<file path="config.mk">
export PLATFORM = sky130hd
export DESIGN_NAME = eth_status_irq
export DESIGN_NICKNAME = d
export VERILOG_FILES = /design/src/hw/eth_irq_pkg.sv /design/src/hw/flag_bank_if.sv /design/src/hw/eth_status_irq.sv /design/src/hw/flag_bank.sv
export SDC_FILE = /design/constraint.sdc
export NUM_CORES = 1
export LEC_CHECK = 0
export ABC_AREA = 1
export BUFFER_PORTS_ARGS = -buffer_cell sky130_fd_sc_hd__buf_2
export CORE_ASPECT_RATIO = 1.1
export CORE_MARGIN = 2
export CORE_UTILIZATION = 50
export CTS_BUF_LIST = sky130_fd_sc_hd__clkbuf_16
export DETAILED_ROUTE_END_ITERATION = 8
export GPL_TIMING_DRIVEN = 0
export PLACE_DENSITY = 0.85
export SETUP_SLACK_MARGIN = 0.4
export SYNTH_ARGS = -nofsm -noshare
export SYNTH_HDL_FRONTEND = slang
export SYNTH_SLANG_ARGS = --single-unit
</file>
<file path="constraint.sdc">
create_clock -name clk_i -period 4.4 [get_ports clk_i]
set_clock_uncertainty 0.2 [all_clocks]
set_input_delay 0.22 -clock clk_i [delete_from_list [all_inputs] [get_ports clk_i]]
set_output_delay 0.22 -clock clk_i [all_outputs]
set_load 0.02 [all_outputs]
</file>
<file path="src/hw/eth_irq_pkg.sv">
// constants for the ethernet status flags and interrupt enable block
// assumes a 32-bit register port and one system clock
package eth_irq_pkg;
  localparam int ADDR_W = 8;
  localparam int DATA_W = 32;
  localparam int LOW_W = 11;
  localparam int LEN_W = 16;
  localparam int TRY_W = 5;

  // register offsets (byte addresses)
  localparam logic [7:0] OFS_STATUS = 8'h00;
  localparam logic [7:0] OFS_ENABLE = 8'h04;

  // reset values
  localparam logic [31:0] ENABLE_RESET = 32'h00000000;
  localparam logic [10:0] FLAGS_RESET = 11'h000;

  // writable enable bits: 24, 22..16, 12..7, 5..0
  localparam logic [31:0] ENABLE_MASK = 32'h017F1FBF;
  // status bits held in this block: 10..7, 5..0
  localparam logic [10:0] LOW_MASK = 11'h7BF;
  // status bits supplied as levels by the rest of the controller
  localparam logic [31:0] UPPER_MASK = 32'h017F1800;

  // status bit positions
  localparam int BIT_CHECKSUM = 0;
  localparam int BIT_XCVR_ERR = 1;
  localparam int BIT_UNDERSIZE = 2;
  localparam int BIT_OVERSIZE = 3;
  localparam int BIT_PARTIAL = 4;
  localparam int BIT_DROP_UNSERVED = 5;
  localparam int BIT_GROUP_ADDR = 7;
  localparam int BIT_RETRY = 8;
  localparam int BIT_COLLISION = 9;
  localparam int BIT_CARRIER_LOST = 10;
  localparam int BIT_CORE_STATUS = 22;
  localparam int BIT_FRAME_CNT_OVF = 24;

  // frame length limits in bytes
  localparam logic [15:0] LONG_FRAME_BYTES = 16'h05EF;
  localparam logic [15:0] SHORT_FRAME_BYTES = 16'h0040;
  // first try plus back-off retries
  localparam logic [4:0] TX_ATTEMPTS = 5'h10;
endpackage

</file>
<file path="src/hw/flag_bank_if.sv">
// set, clear and state of the low status flags
// assumes one driver per direction, shared system clock
`timescale 1ns/1ns
interface flag_bank_if;
  logic [10:0] set;
  logic [10:0] clr;
  logic [10:0] flags;
  modport bank(input set, input clr, output flags);
  modport user(output set, output clr, input flags);
endinterface

</file>
<file path="src/hw/eth_status_irq.sv">
// status flags and interrupt enable for the ethernet mac and its dma engine
// assumes event inputs are one-cycle pulses synchronous to clk_i,
// upper status bits and the core status summary arrive as levels
//
// Behaviour
// - set bit 10 when carrier is lost during transmission
// - set bit 9 when a collision occurs during transmission
// - set bit 8 after 16 failed attempts since transmission start
// - set bit 7 on reception of a multicast-addressed frame
// - set bit 5 when a drop request cannot be served by dma
// - set bit 4 on a received frame with leftover bits
// - set bit 3 on a received frame of 1519 bytes or more
// - set bit 2 on a received frame under 64 bytes
// - set bit 1 on a transceiver receive error
// - set bit 0 on a received frame failing crc
// - enable register has one enable per flag, same position
// - enable one lets the flag interrupt; zero blocks it
// - all enables clear after reset
// - enable bits 31..25 read zero, ignore writes
// - enable bits 23, 15..13 and 6 read zero
// - enable bit 24 gates the frame counter overflow flag
// - core status bit 22 follows its source, clearing with it
`timescale 1ns/1ns
module eth_status_irq (
  input wire logic clk_i,
  input wire logic rst_i,
  input wire logic [7:0] addr_i,
  input wire logic [31:0] wdata_i,
  input wire logic write_i,
  input wire logic read_i,
  output logic [31:0] rdata_o,
  input wire logic tx_start_i,
  input wire logic carrier_lost_i,
  input wire logic collision_i,
  input wire logic tx_attempt_fail_i,
  input wire logic rx_frame_done_i,
  input wire logic [15:0] rx_byte_count_i,
  input wire logic rx_partial_byte_i,
  input wire logic rx_group_addr_i,
  input wire logic rx_checksum_bad_i,
  input wire logic drop_request_i,
  input wire logic drop_possible_i,
  input wire logic transceiver_error_i,
  input wire logic [31:0] upper_status_i,
  input wire logic core_status_pending_i,
  output logic irq_o
);
  flag_bank_if fb();

  flag_bank u_flags (
    .clk_i(clk_i),
    .rst_i(rst_i),
    .fb(fb.bank)
  );

  logic [31:0] enable;
  logic [31:0] next_enable;
  logic [31:0] rdata;
  logic [31:0] next_rdata;
  logic irq;
  logic next_irq;
  logic [4:0] tries;
  logic [4:0] next_tries;
  logic retry_hit;
  logic [10:0] set_vec;
  logic [10:0] clr_vec;
  logic [31:0] status_word;
  logic [31:0] pending;

  // merge old value and write data under a mask
  function automatic logic [31:0] merge(input logic [31:0] old, input logic [31:0] val,
                                        input logic [31:0] mask);
    merge = (old & ~mask) | (val & mask);
  endfunction

  // pulse qualified by a completed receive frame
  function automatic logic rx_event(input logic done, input logic cond);
    rx_event = done & cond;
  endfunction

  // failed attempt counter, restarted by each transmission start
  always_comb begin
    next_tries = tries;
    retry_hit = 1'b0;
    if (tx_start_i) begin
      next_tries = 5'h00;
    end else if (tx_attempt_fail_i && tries != eth_irq_pkg::TX_ATTEMPTS) begin
      next_tries = tries + 5'h01;
      retry_hit = (tries + 5'h01) == eth_irq_pkg::TX_ATTEMPTS;
    end
  end

  always_ff @(posedge clk_i or posedge rst_i) begin
    if (rst_i) begin
      tries <= 5'h00;
    end else begin
      tries <= next_tries;
    end
  end

  // set requests for the low status flags
  always_comb begin
    set_vec = 11'h000;
    set_vec[eth_irq_pkg::BIT_CARRIER_LOST] = carrier_lost_i;
    set_vec[eth_irq_pkg::BIT_COLLISION] = collision_i;
    set_vec[eth_irq_pkg::BIT_RETRY] = retry_hit;
    set_vec[eth_irq_pkg::BIT_GROUP_ADDR] = rx_event(rx_frame_done_i, rx_group_addr_i);
    set_vec[eth_irq_pkg::BIT_DROP_UNSERVED] = drop_request_i & ~drop_possible_i;
    set_vec[eth_irq_pkg::BIT_PARTIAL] = rx_event(rx_frame_done_i, rx_partial_byte_i);
    set_vec[eth_irq_pkg::BIT_OVERSIZE] = rx_event(rx_frame_done_i,
      rx_byte_count_i >= eth_irq_pkg::LONG_FRAME_BYTES);
    set_vec[eth_irq_pkg::BIT_UNDERSIZE] = rx_event(rx_frame_done_i,
      rx_byte_count_i < eth_irq_pkg::SHORT_FRAME_BYTES);
    set_vec[eth_irq_pkg::BIT_XCVR_ERR] = transceiver_error_i;
    set_vec[eth_irq_pkg::BIT_CHECKSUM] = rx_event(rx_frame_done_i, rx_checksum_bad_i);
  end

  // write one to clear; reserved bit 6 is masked off
  always_comb begin
    clr_vec = 11'h000;
    if (write_i && addr_i == eth_irq_pkg::OFS_STATUS) begin
      clr_vec = wdata_i[10:0] & eth_irq_pkg::LOW_MASK;
    end
  end

  assign fb.set = set_vec;
  assign fb.clr = clr_vec;

  // full status word; core status bit tracks its source directly
  always_comb begin
    status_word = upper_status_i & eth_irq_pkg::UPPER_MASK;
    status_word[eth_irq_pkg::BIT_CORE_STATUS] = core_status_pending_i;
    status_word[10:0] = fb.flags;
  end

  assign pending = status_word & enable;

  // register port, enable register and interrupt output
  always_comb begin
    next_enable = enable;
    if (write_i && addr_i == eth_irq_pkg::OFS_ENABLE) begin
      next_enable = merge(enable, wdata_i, eth_irq_pkg::ENABLE_MASK);
    end
    next_rdata = 32'h00000000;
    if (read_i) begin
      case (addr_i)
        eth_irq_pkg::OFS_STATUS: next_rdata = status_word;
        eth_irq_pkg::OFS_ENABLE: next_rdata = enable;
        default: next_rdata = 32'h00000000;
      endcase
    end
    next_irq = |pending;
  end

  always_ff @(posedge clk_i or posedge rst_i) begin
    if (rst_i) begin
      enable <= eth_irq_pkg::ENABLE_RESET;
      rdata <= 32'h00000000;
      irq <= 1'b0;
    end else begin
      enable <= next_enable;
      rdata <= next_rdata;
      irq <= next_irq;
    end
  end

  assign rdata_o = rdata;
  assign irq_o = irq;

  chk_carrier_sets: assert property (@(posedge clk_i) disable iff (rst_i)
    carrier_lost_i |=> fb.flags[10])
    else $error("carrier loss did not set bit 10");
  chk_collision_sets: assert property (@(posedge clk_i) disable iff (rst_i)
    collision_i |=> fb.flags[9])
    else $error("collision did not set bit 9");
  chk_collision_sticky: assert property (@(posedge clk_i) disable iff (rst_i)
    (fb.flags[9] && !clr_vec[9]) |=> fb.flags[9])
    else $error("collision flag dropped without a clear");
  chk_retry_count: assert property (@(posedge clk_i) disable iff (rst_i)
    (!fb.flags[8] && !tx_start_i && tx_attempt_fail_i && tries == 5'h0F) |=> fb.flags[8])
    else $error("sixteenth failed attempt did not set bit 8");
  chk_retry_early: assert property (@(posedge clk_i) disable iff (rst_i)
    (!fb.flags[8] && tries < 5'h0F && !clr_vec[8]) |=> !fb.flags[8])
    else $error("retry flag set before sixteen attempts");
  chk_retry_restart: assert property (@(posedge clk_i) disable iff (rst_i)
    tx_start_i |=> tries == 5'h00)
    else $error("transmission start did not restart the attempt count");
  chk_group_sets: assert property (@(posedge clk_i) disable iff (rst_i)
    (rx_frame_done_i && rx_group_addr_i) |=> fb.flags[7])
    else $error("multicast frame did not set bit 7");
  chk_drop_sets: assert property (@(posedge clk_i) disable iff (rst_i)
    (drop_request_i && !drop_possible_i) |=> fb.flags[5])
    else $error("unserved drop request did not set bit 5");
  chk_partial_sets: assert property (@(posedge clk_i) disable iff (rst_i)
    (rx_frame_done_i && rx_partial_byte_i) |=> fb.flags[4])
    else $error("residual bit frame did not set bit 4");
  chk_oversize_sets: assert property (@(posedge clk_i) disable iff (rst_i)
    (rx_frame_done_i && rx_byte_count_i == 16'h05EF) |=>
      fb.flags[3] && (!fb.flags[2] || $past(fb.flags[2])))
    else $error("1519-byte frame mishandled");
  chk_oversize_edge: assert property (@(posedge clk_i) disable iff (rst_i)
    (rx_frame_done_i && rx_byte_count_i == 16'h05EE && !fb.flags[3]) |=> !fb.flags[3])
    else $error("1518-byte frame set bit 3");
  chk_undersize_sets: assert property (@(posedge clk_i) disable iff (rst_i)
    (rx_frame_done_i && rx_byte_count_i == 16'h003F) |=> fb.flags[2])
    else $error("63-byte frame did not set bit 2");
  chk_undersize_edge: assert property (@(posedge clk_i) disable iff (rst_i)
    (rx_frame_done_i && rx_byte_count_i == 16'h0040 && !fb.flags[2]) |=> !fb.flags[2])
    else $error("64-byte frame set bit 2");
  chk_xcvr_sets: assert property (@(posedge clk_i) disable iff (rst_i)
    transceiver_error_i |=> fb.flags[1])
    else $error("transceiver error did not set bit 1");
  chk_crc_sets: assert property (@(posedge clk_i) disable iff (rst_i)
    (rx_frame_done_i && rx_checksum_bad_i) |=> fb.flags[0])
    else $error("crc failure did not set bit 0");
  chk_enable_write: assert property (@(posedge clk_i) disable iff (rst_i)
    (write_i && addr_i == eth_irq_pkg::OFS_ENABLE) |=>
      enable == ($past(wdata_i) & 32'h017F1FBF))
    else $error("enable write did not land on the writable bits");
  chk_reset_clears: assert property (@(posedge clk_i)
    rst_i |=> (enable == 32'h00000000 && !irq_o))
    else $error("reset left an enable or the interrupt set");
  chk_enable_reserved: assert property (@(posedge clk_i) disable iff (rst_i)
    (enable & ~32'h017F1FBF) == 32'h00000000)
    else $error("reserved enable bit became set");
  chk_read_zeros: assert property (@(posedge clk_i) disable iff (rst_i)
    (read_i && addr_i == eth_irq_pkg::OFS_ENABLE) |=> (rdata_o & 32'hFE80E040) == 32'h00000000)
    else $error("reserved enable bit read as one");
  chk_irq_follows: assert property (@(posedge clk_i) disable iff (rst_i)
    ##1 irq_o == |($past(status_word) & $past(enable)))
    else $error("interrupt does not follow enabled flags");
  chk_core_follows: assert property (@(posedge clk_i) disable iff (rst_i)
    (read_i && addr_i == 8'h00) |=> rdata_o[22] == $past(core_status_pending_i))
    else $error("core status bit does not follow its source");
  chk_enable_gate: assert property (@(posedge clk_i) disable iff (rst_i)
    (status_word[24] && (pending & 32'hFEFFFFFF) == 32'h00000000) |=>
      irq_o == $past(enable[24]))
    else $error("counter overflow interrupt does not follow its enable");

  cov_irq_raise: cover property (@(posedge clk_i) disable iff (rst_i) $rose(irq_o));
  cov_retry_over: cover property (@(posedge clk_i) disable iff (rst_i) retry_hit);
  cov_set_clear: cover property (@(posedge clk_i) disable iff (rst_i)
    set_vec[0] && clr_vec[0]);
  cov_core_irq: cover property (@(posedge clk_i) disable iff (rst_i) pending[22]);
  cov_retry_irq: cover property (@(posedge clk_i) disable iff (rst_i) pending[8]);
endmodule

</file>
<file path="src/hw/flag_bank.sv">
// sticky status flags: hardware sets, software clears by writing one
// assumes set and clear are single-cycle requests on clk_i
`timescale 1ns/1ns
module flag_bank (
  input wire logic clk_i,
  input wire logic rst_i,
  flag_bank_if.bank fb
);
  logic [10:0] flags;
  logic [10:0] next_flags;

  // set wins over a clear in the same cycle; reserved bit never sets
  always_comb begin
    next_flags = ((flags & ~fb.clr) | fb.set) & eth_irq_pkg::LOW_MASK;
  end

  always_ff @(posedge clk_i or posedge rst_i) begin
    if (rst_i) begin
      flags <= eth_irq_pkg::FLAGS_RESET;
    end else begin
      flags <= next_flags;
    end
  end

  assign fb.flags = flags;

  chk_set_wins: assert property (@(posedge clk_i) disable iff (rst_i)
    (fb.set[0] && fb.clr[0]) |=> flags[0])
    else $error("flag clear beat a simultaneous set");
  chk_reserved_six: assert property (@(posedge clk_i) disable iff (rst_i)
    !flags[6])
    else $error("reserved status bit 6 became set");
endmodule

</file>
==> metrics.txt <==
status complete, no violations; Setup Viol. Count Final 0; post-synthesis cell type count 24; worst setup path class input port to register; CP Cell Sequence dlygate4sd3_1 > buf_2 > nor2_1 > dlygate4sd3_1 > nand4_1 > dlygate4sd3_1 > nand2_1; cell taking the most area after synthesis dfrtp_1; worst setup margin 2.19 ns; FILL cells 380; post-DP HPWL 4980 um; input/output buffers around 100; Clock transition at path regs 0.05 ns; cell area power density 317 nW/um2; ant diodes 0; syn avg cell area 8.32 um2; final setup TNS 0 ns; slowest CP cell dlygate4sd3_1; Sink Count 57; critical path's top delay family buffers and inverters; Worst Hold Depth 4; yosys warns 0; dpl ws 2.87 ns; CTS tree yes; final hold violation count 0; crit share post-route 0.503; drt initial violations 157; Clk pwr share 0.473; min-delay worst type input port to register; Vias 2956; Post-Syn Nets 455; # hold bufs at CTS 51; chip width 76.5 um; most used cell along the critical path dlygate4sd3_1; CP required 4.46 ns; crit path DAT 2.27 ns; RSZ-0062 raised after global routing no; # nets final 619; Critical Path Max Stage Delay ~0.57 ns; P_leak between 0.002 and 0.0025 uW; Area growth syn-to-layout 48.8%; Seq cells post-synth 57; Worst Path Buf+Inv 4; Num CTS Buffers 9; actual slew at the worst max-slew pin 0.601 ns; Clock Latency Late Sink 0.32 ns; Hold Path Origin tx_start_i; Post-CTS Setup Bufs 0; placed insts 527; sw frac 0.232; Worst Setup SP rx_byte_count_i[15]; Worst R2R Setup Slack 2.86 ns; first-pass GRT wire length 13200 um; clk root buf clkbuf_16; layout cells sized above 1 0.313; vias in the first global route roughly 2900; initial antenna violation count 0; post_cts resized 0; Cell Int Power 1050 uW; most frequent cell after synthesis nand2_1; Yosys top cell area share 0.493; Mapped Area 2890 um2; Worst Setup Start Kind input port; MaxCap Viol Count 0; Gate power share 0.122; via/cell ratio 4.98; pin count of the biggest net entering global routing 31; Max Clock Freq 452 MHz; r2r endpoint tries[0]$_DFFE_PP0P_; reg-to-reg startpoint tries[0]$_DFFE_PP0P_; All-Layer GR Usage 0.265; Mapped Cells 348; clock buffer depth 2; post-synthesis sequential area ratio 0.493; Top-Level Pins 137; die extent in y 83.8 um; VDD IR max 0.223 mV; # rows 29; Core ar. 5700 um2; Starting Density 0.508; slew margin rel. 0.599; Net Switching ~320 uW; Tmin final 2.21 ns; TritonRoute pass-1 iters 5; Hold Crit Endpoint tries[4]$_DFFE_PP0P_; H-tree depth 3; R2R depth 9; CP endpoint kind register; Post-synth ARST share 1.00; Routed WL roughly 8100 um; Max Slew Vio Count 0; Post-synth top cells nand2_1, dfrtp_1, inv_1; die footprint 6410 um2; ys flop type dfrtp_1; Finished Layout Cells about 590; top area cells in the synthesized netlist dfrtp_1, nand2_1, nand3_1; WL/cell 13.7 um; Post-synth EDFFs 0; GP Congestion 0.830; DRC 0; Max Fanout on Critical Path 2; power share of the sequential group 0.405; post-route ant nets 0; GRT overflow 0
## worst reg2reg max path, cell delays in order, from the launching register on
cell and delay (ns):
dfrtp_1 0.40, inv_1 0.09, ha_1 0.20, nand2_1 0.06
inv_1 0.03, nand2_1 0.07, nand3_1 0.11, inv_1 0.14
nand2_1 0.07, o21ai_0 0.07
## registers in the layout, indices dropped and copies added, names as in the netlist
signal and flops:
enable 20, u_flags.fb.flags 10, irq_o 1, tries 5
rdata_o 21
## how the worst max path moves through the flow
| stage | cells past startpoint | slack [ns] | end |
|---|---|---|---|
| after global placement | 2 | 1.96 | u_flags.fb.flags[10]$_DFF_PP0_ |
| after detailed placement | 9 | 2.87 | tries[0]$_DFFE_PP0P_ |
| after CTS | 7 | 2.24 | u_flags.fb.flags[2]$_DFF_PP0_ |
| after global routing | 7 | 2.09 | u_flags.fb.flags[2]$_DFF_PP0_ |
| after floorplan | 1 | 2.58 | enable[0]$_DFFE_PP0P_ |
| final | 7 | 2.19 | u_flags.fb.flags[2]$_DFF_PP0_ |
## layout make-up
cell class / instances / area (um2) / share of cell area
flip-flops and latches: 57 / 1430 / 0.331
multi-input cells: 226 / 1120 / 0.260
repair buffers: 153 / 1040 / 0.241
clock buffers: 9 / 225 / 0.0523
plain buffers: 25 / 200 / 0.0465
inverters: 40 / 150 / 0.0349
well taps: 77 / 96.3 / 0.0224
clock inverters: 7 / 53.8 / 0.0125
## kinds of logic (layout without fill, tap and decap cells)
group / Yosys count / count (layout) / share of synthesized area
adders and majority gates: 3 / 3 / 0.0130
AOI/OAI and AO/OA: 47 / 47 / 0.109
other: 1 / 1 / 0.00130
buffers and inverters: 65 / 234 / 0.121
DFF: 57 / 57 / 0.493
and+or+nand+nor: 175 / 175 / 0.263
## per-stage QoR
step,cell area [um2],hold slack [ns],power (uW),utilization
6_report,4310,0.0131,1370,0.756
3_5_place_dp,3520,0.117,693,0.617
2_1_floorplan,2890,0.118,632,-
4_1_cts,4310,0.00490,1370,0.756
5_1_grt,4310,0.0407,1420,0.756
3_3_place_gp,3500,0.205,686,0.614
## routing by layer
metal  track usage  vias up  part of all wire
met5             0        -                 0
met4         0.117        0             0.027
met3        0.0747       23             0.073
met2         0.451      168              0.50
met1         0.312     1344              0.40
li1              -     1421                 -
## power by group through the flow
stage / Combinational (uW) / Clock, uW / Sequential [uW]
floorplan: 68.9 / 0 / 563
global placement: 126 / 0 / 559
detailed placement: 132 / 0 / 560
CTS: 164 / 654 / 552
global route: 183 / 678 / 555
finish: 167 / 646 / 553
## cells in the final DEF (no fill, tap or decap), types with 9 or more instances in the layout
cell | synthesis | layout
nor2_1 | 13 | 13
dfrtp_1 | 57 | 57
buf_2 | 1 | 102
inv_1 | 39 | 40
a21oi_1 | 20 | 20
dlygate4sd3_1 | 0 | 51
nand2_1 | 111 | 111
clkbuf_16 | 0 | 9
nand3_1 | 36 | 36
buf_4 | 16 | 16
o21ai_2 | 20 | 20
Note: power is estimated with default switching activity, not from simulation.
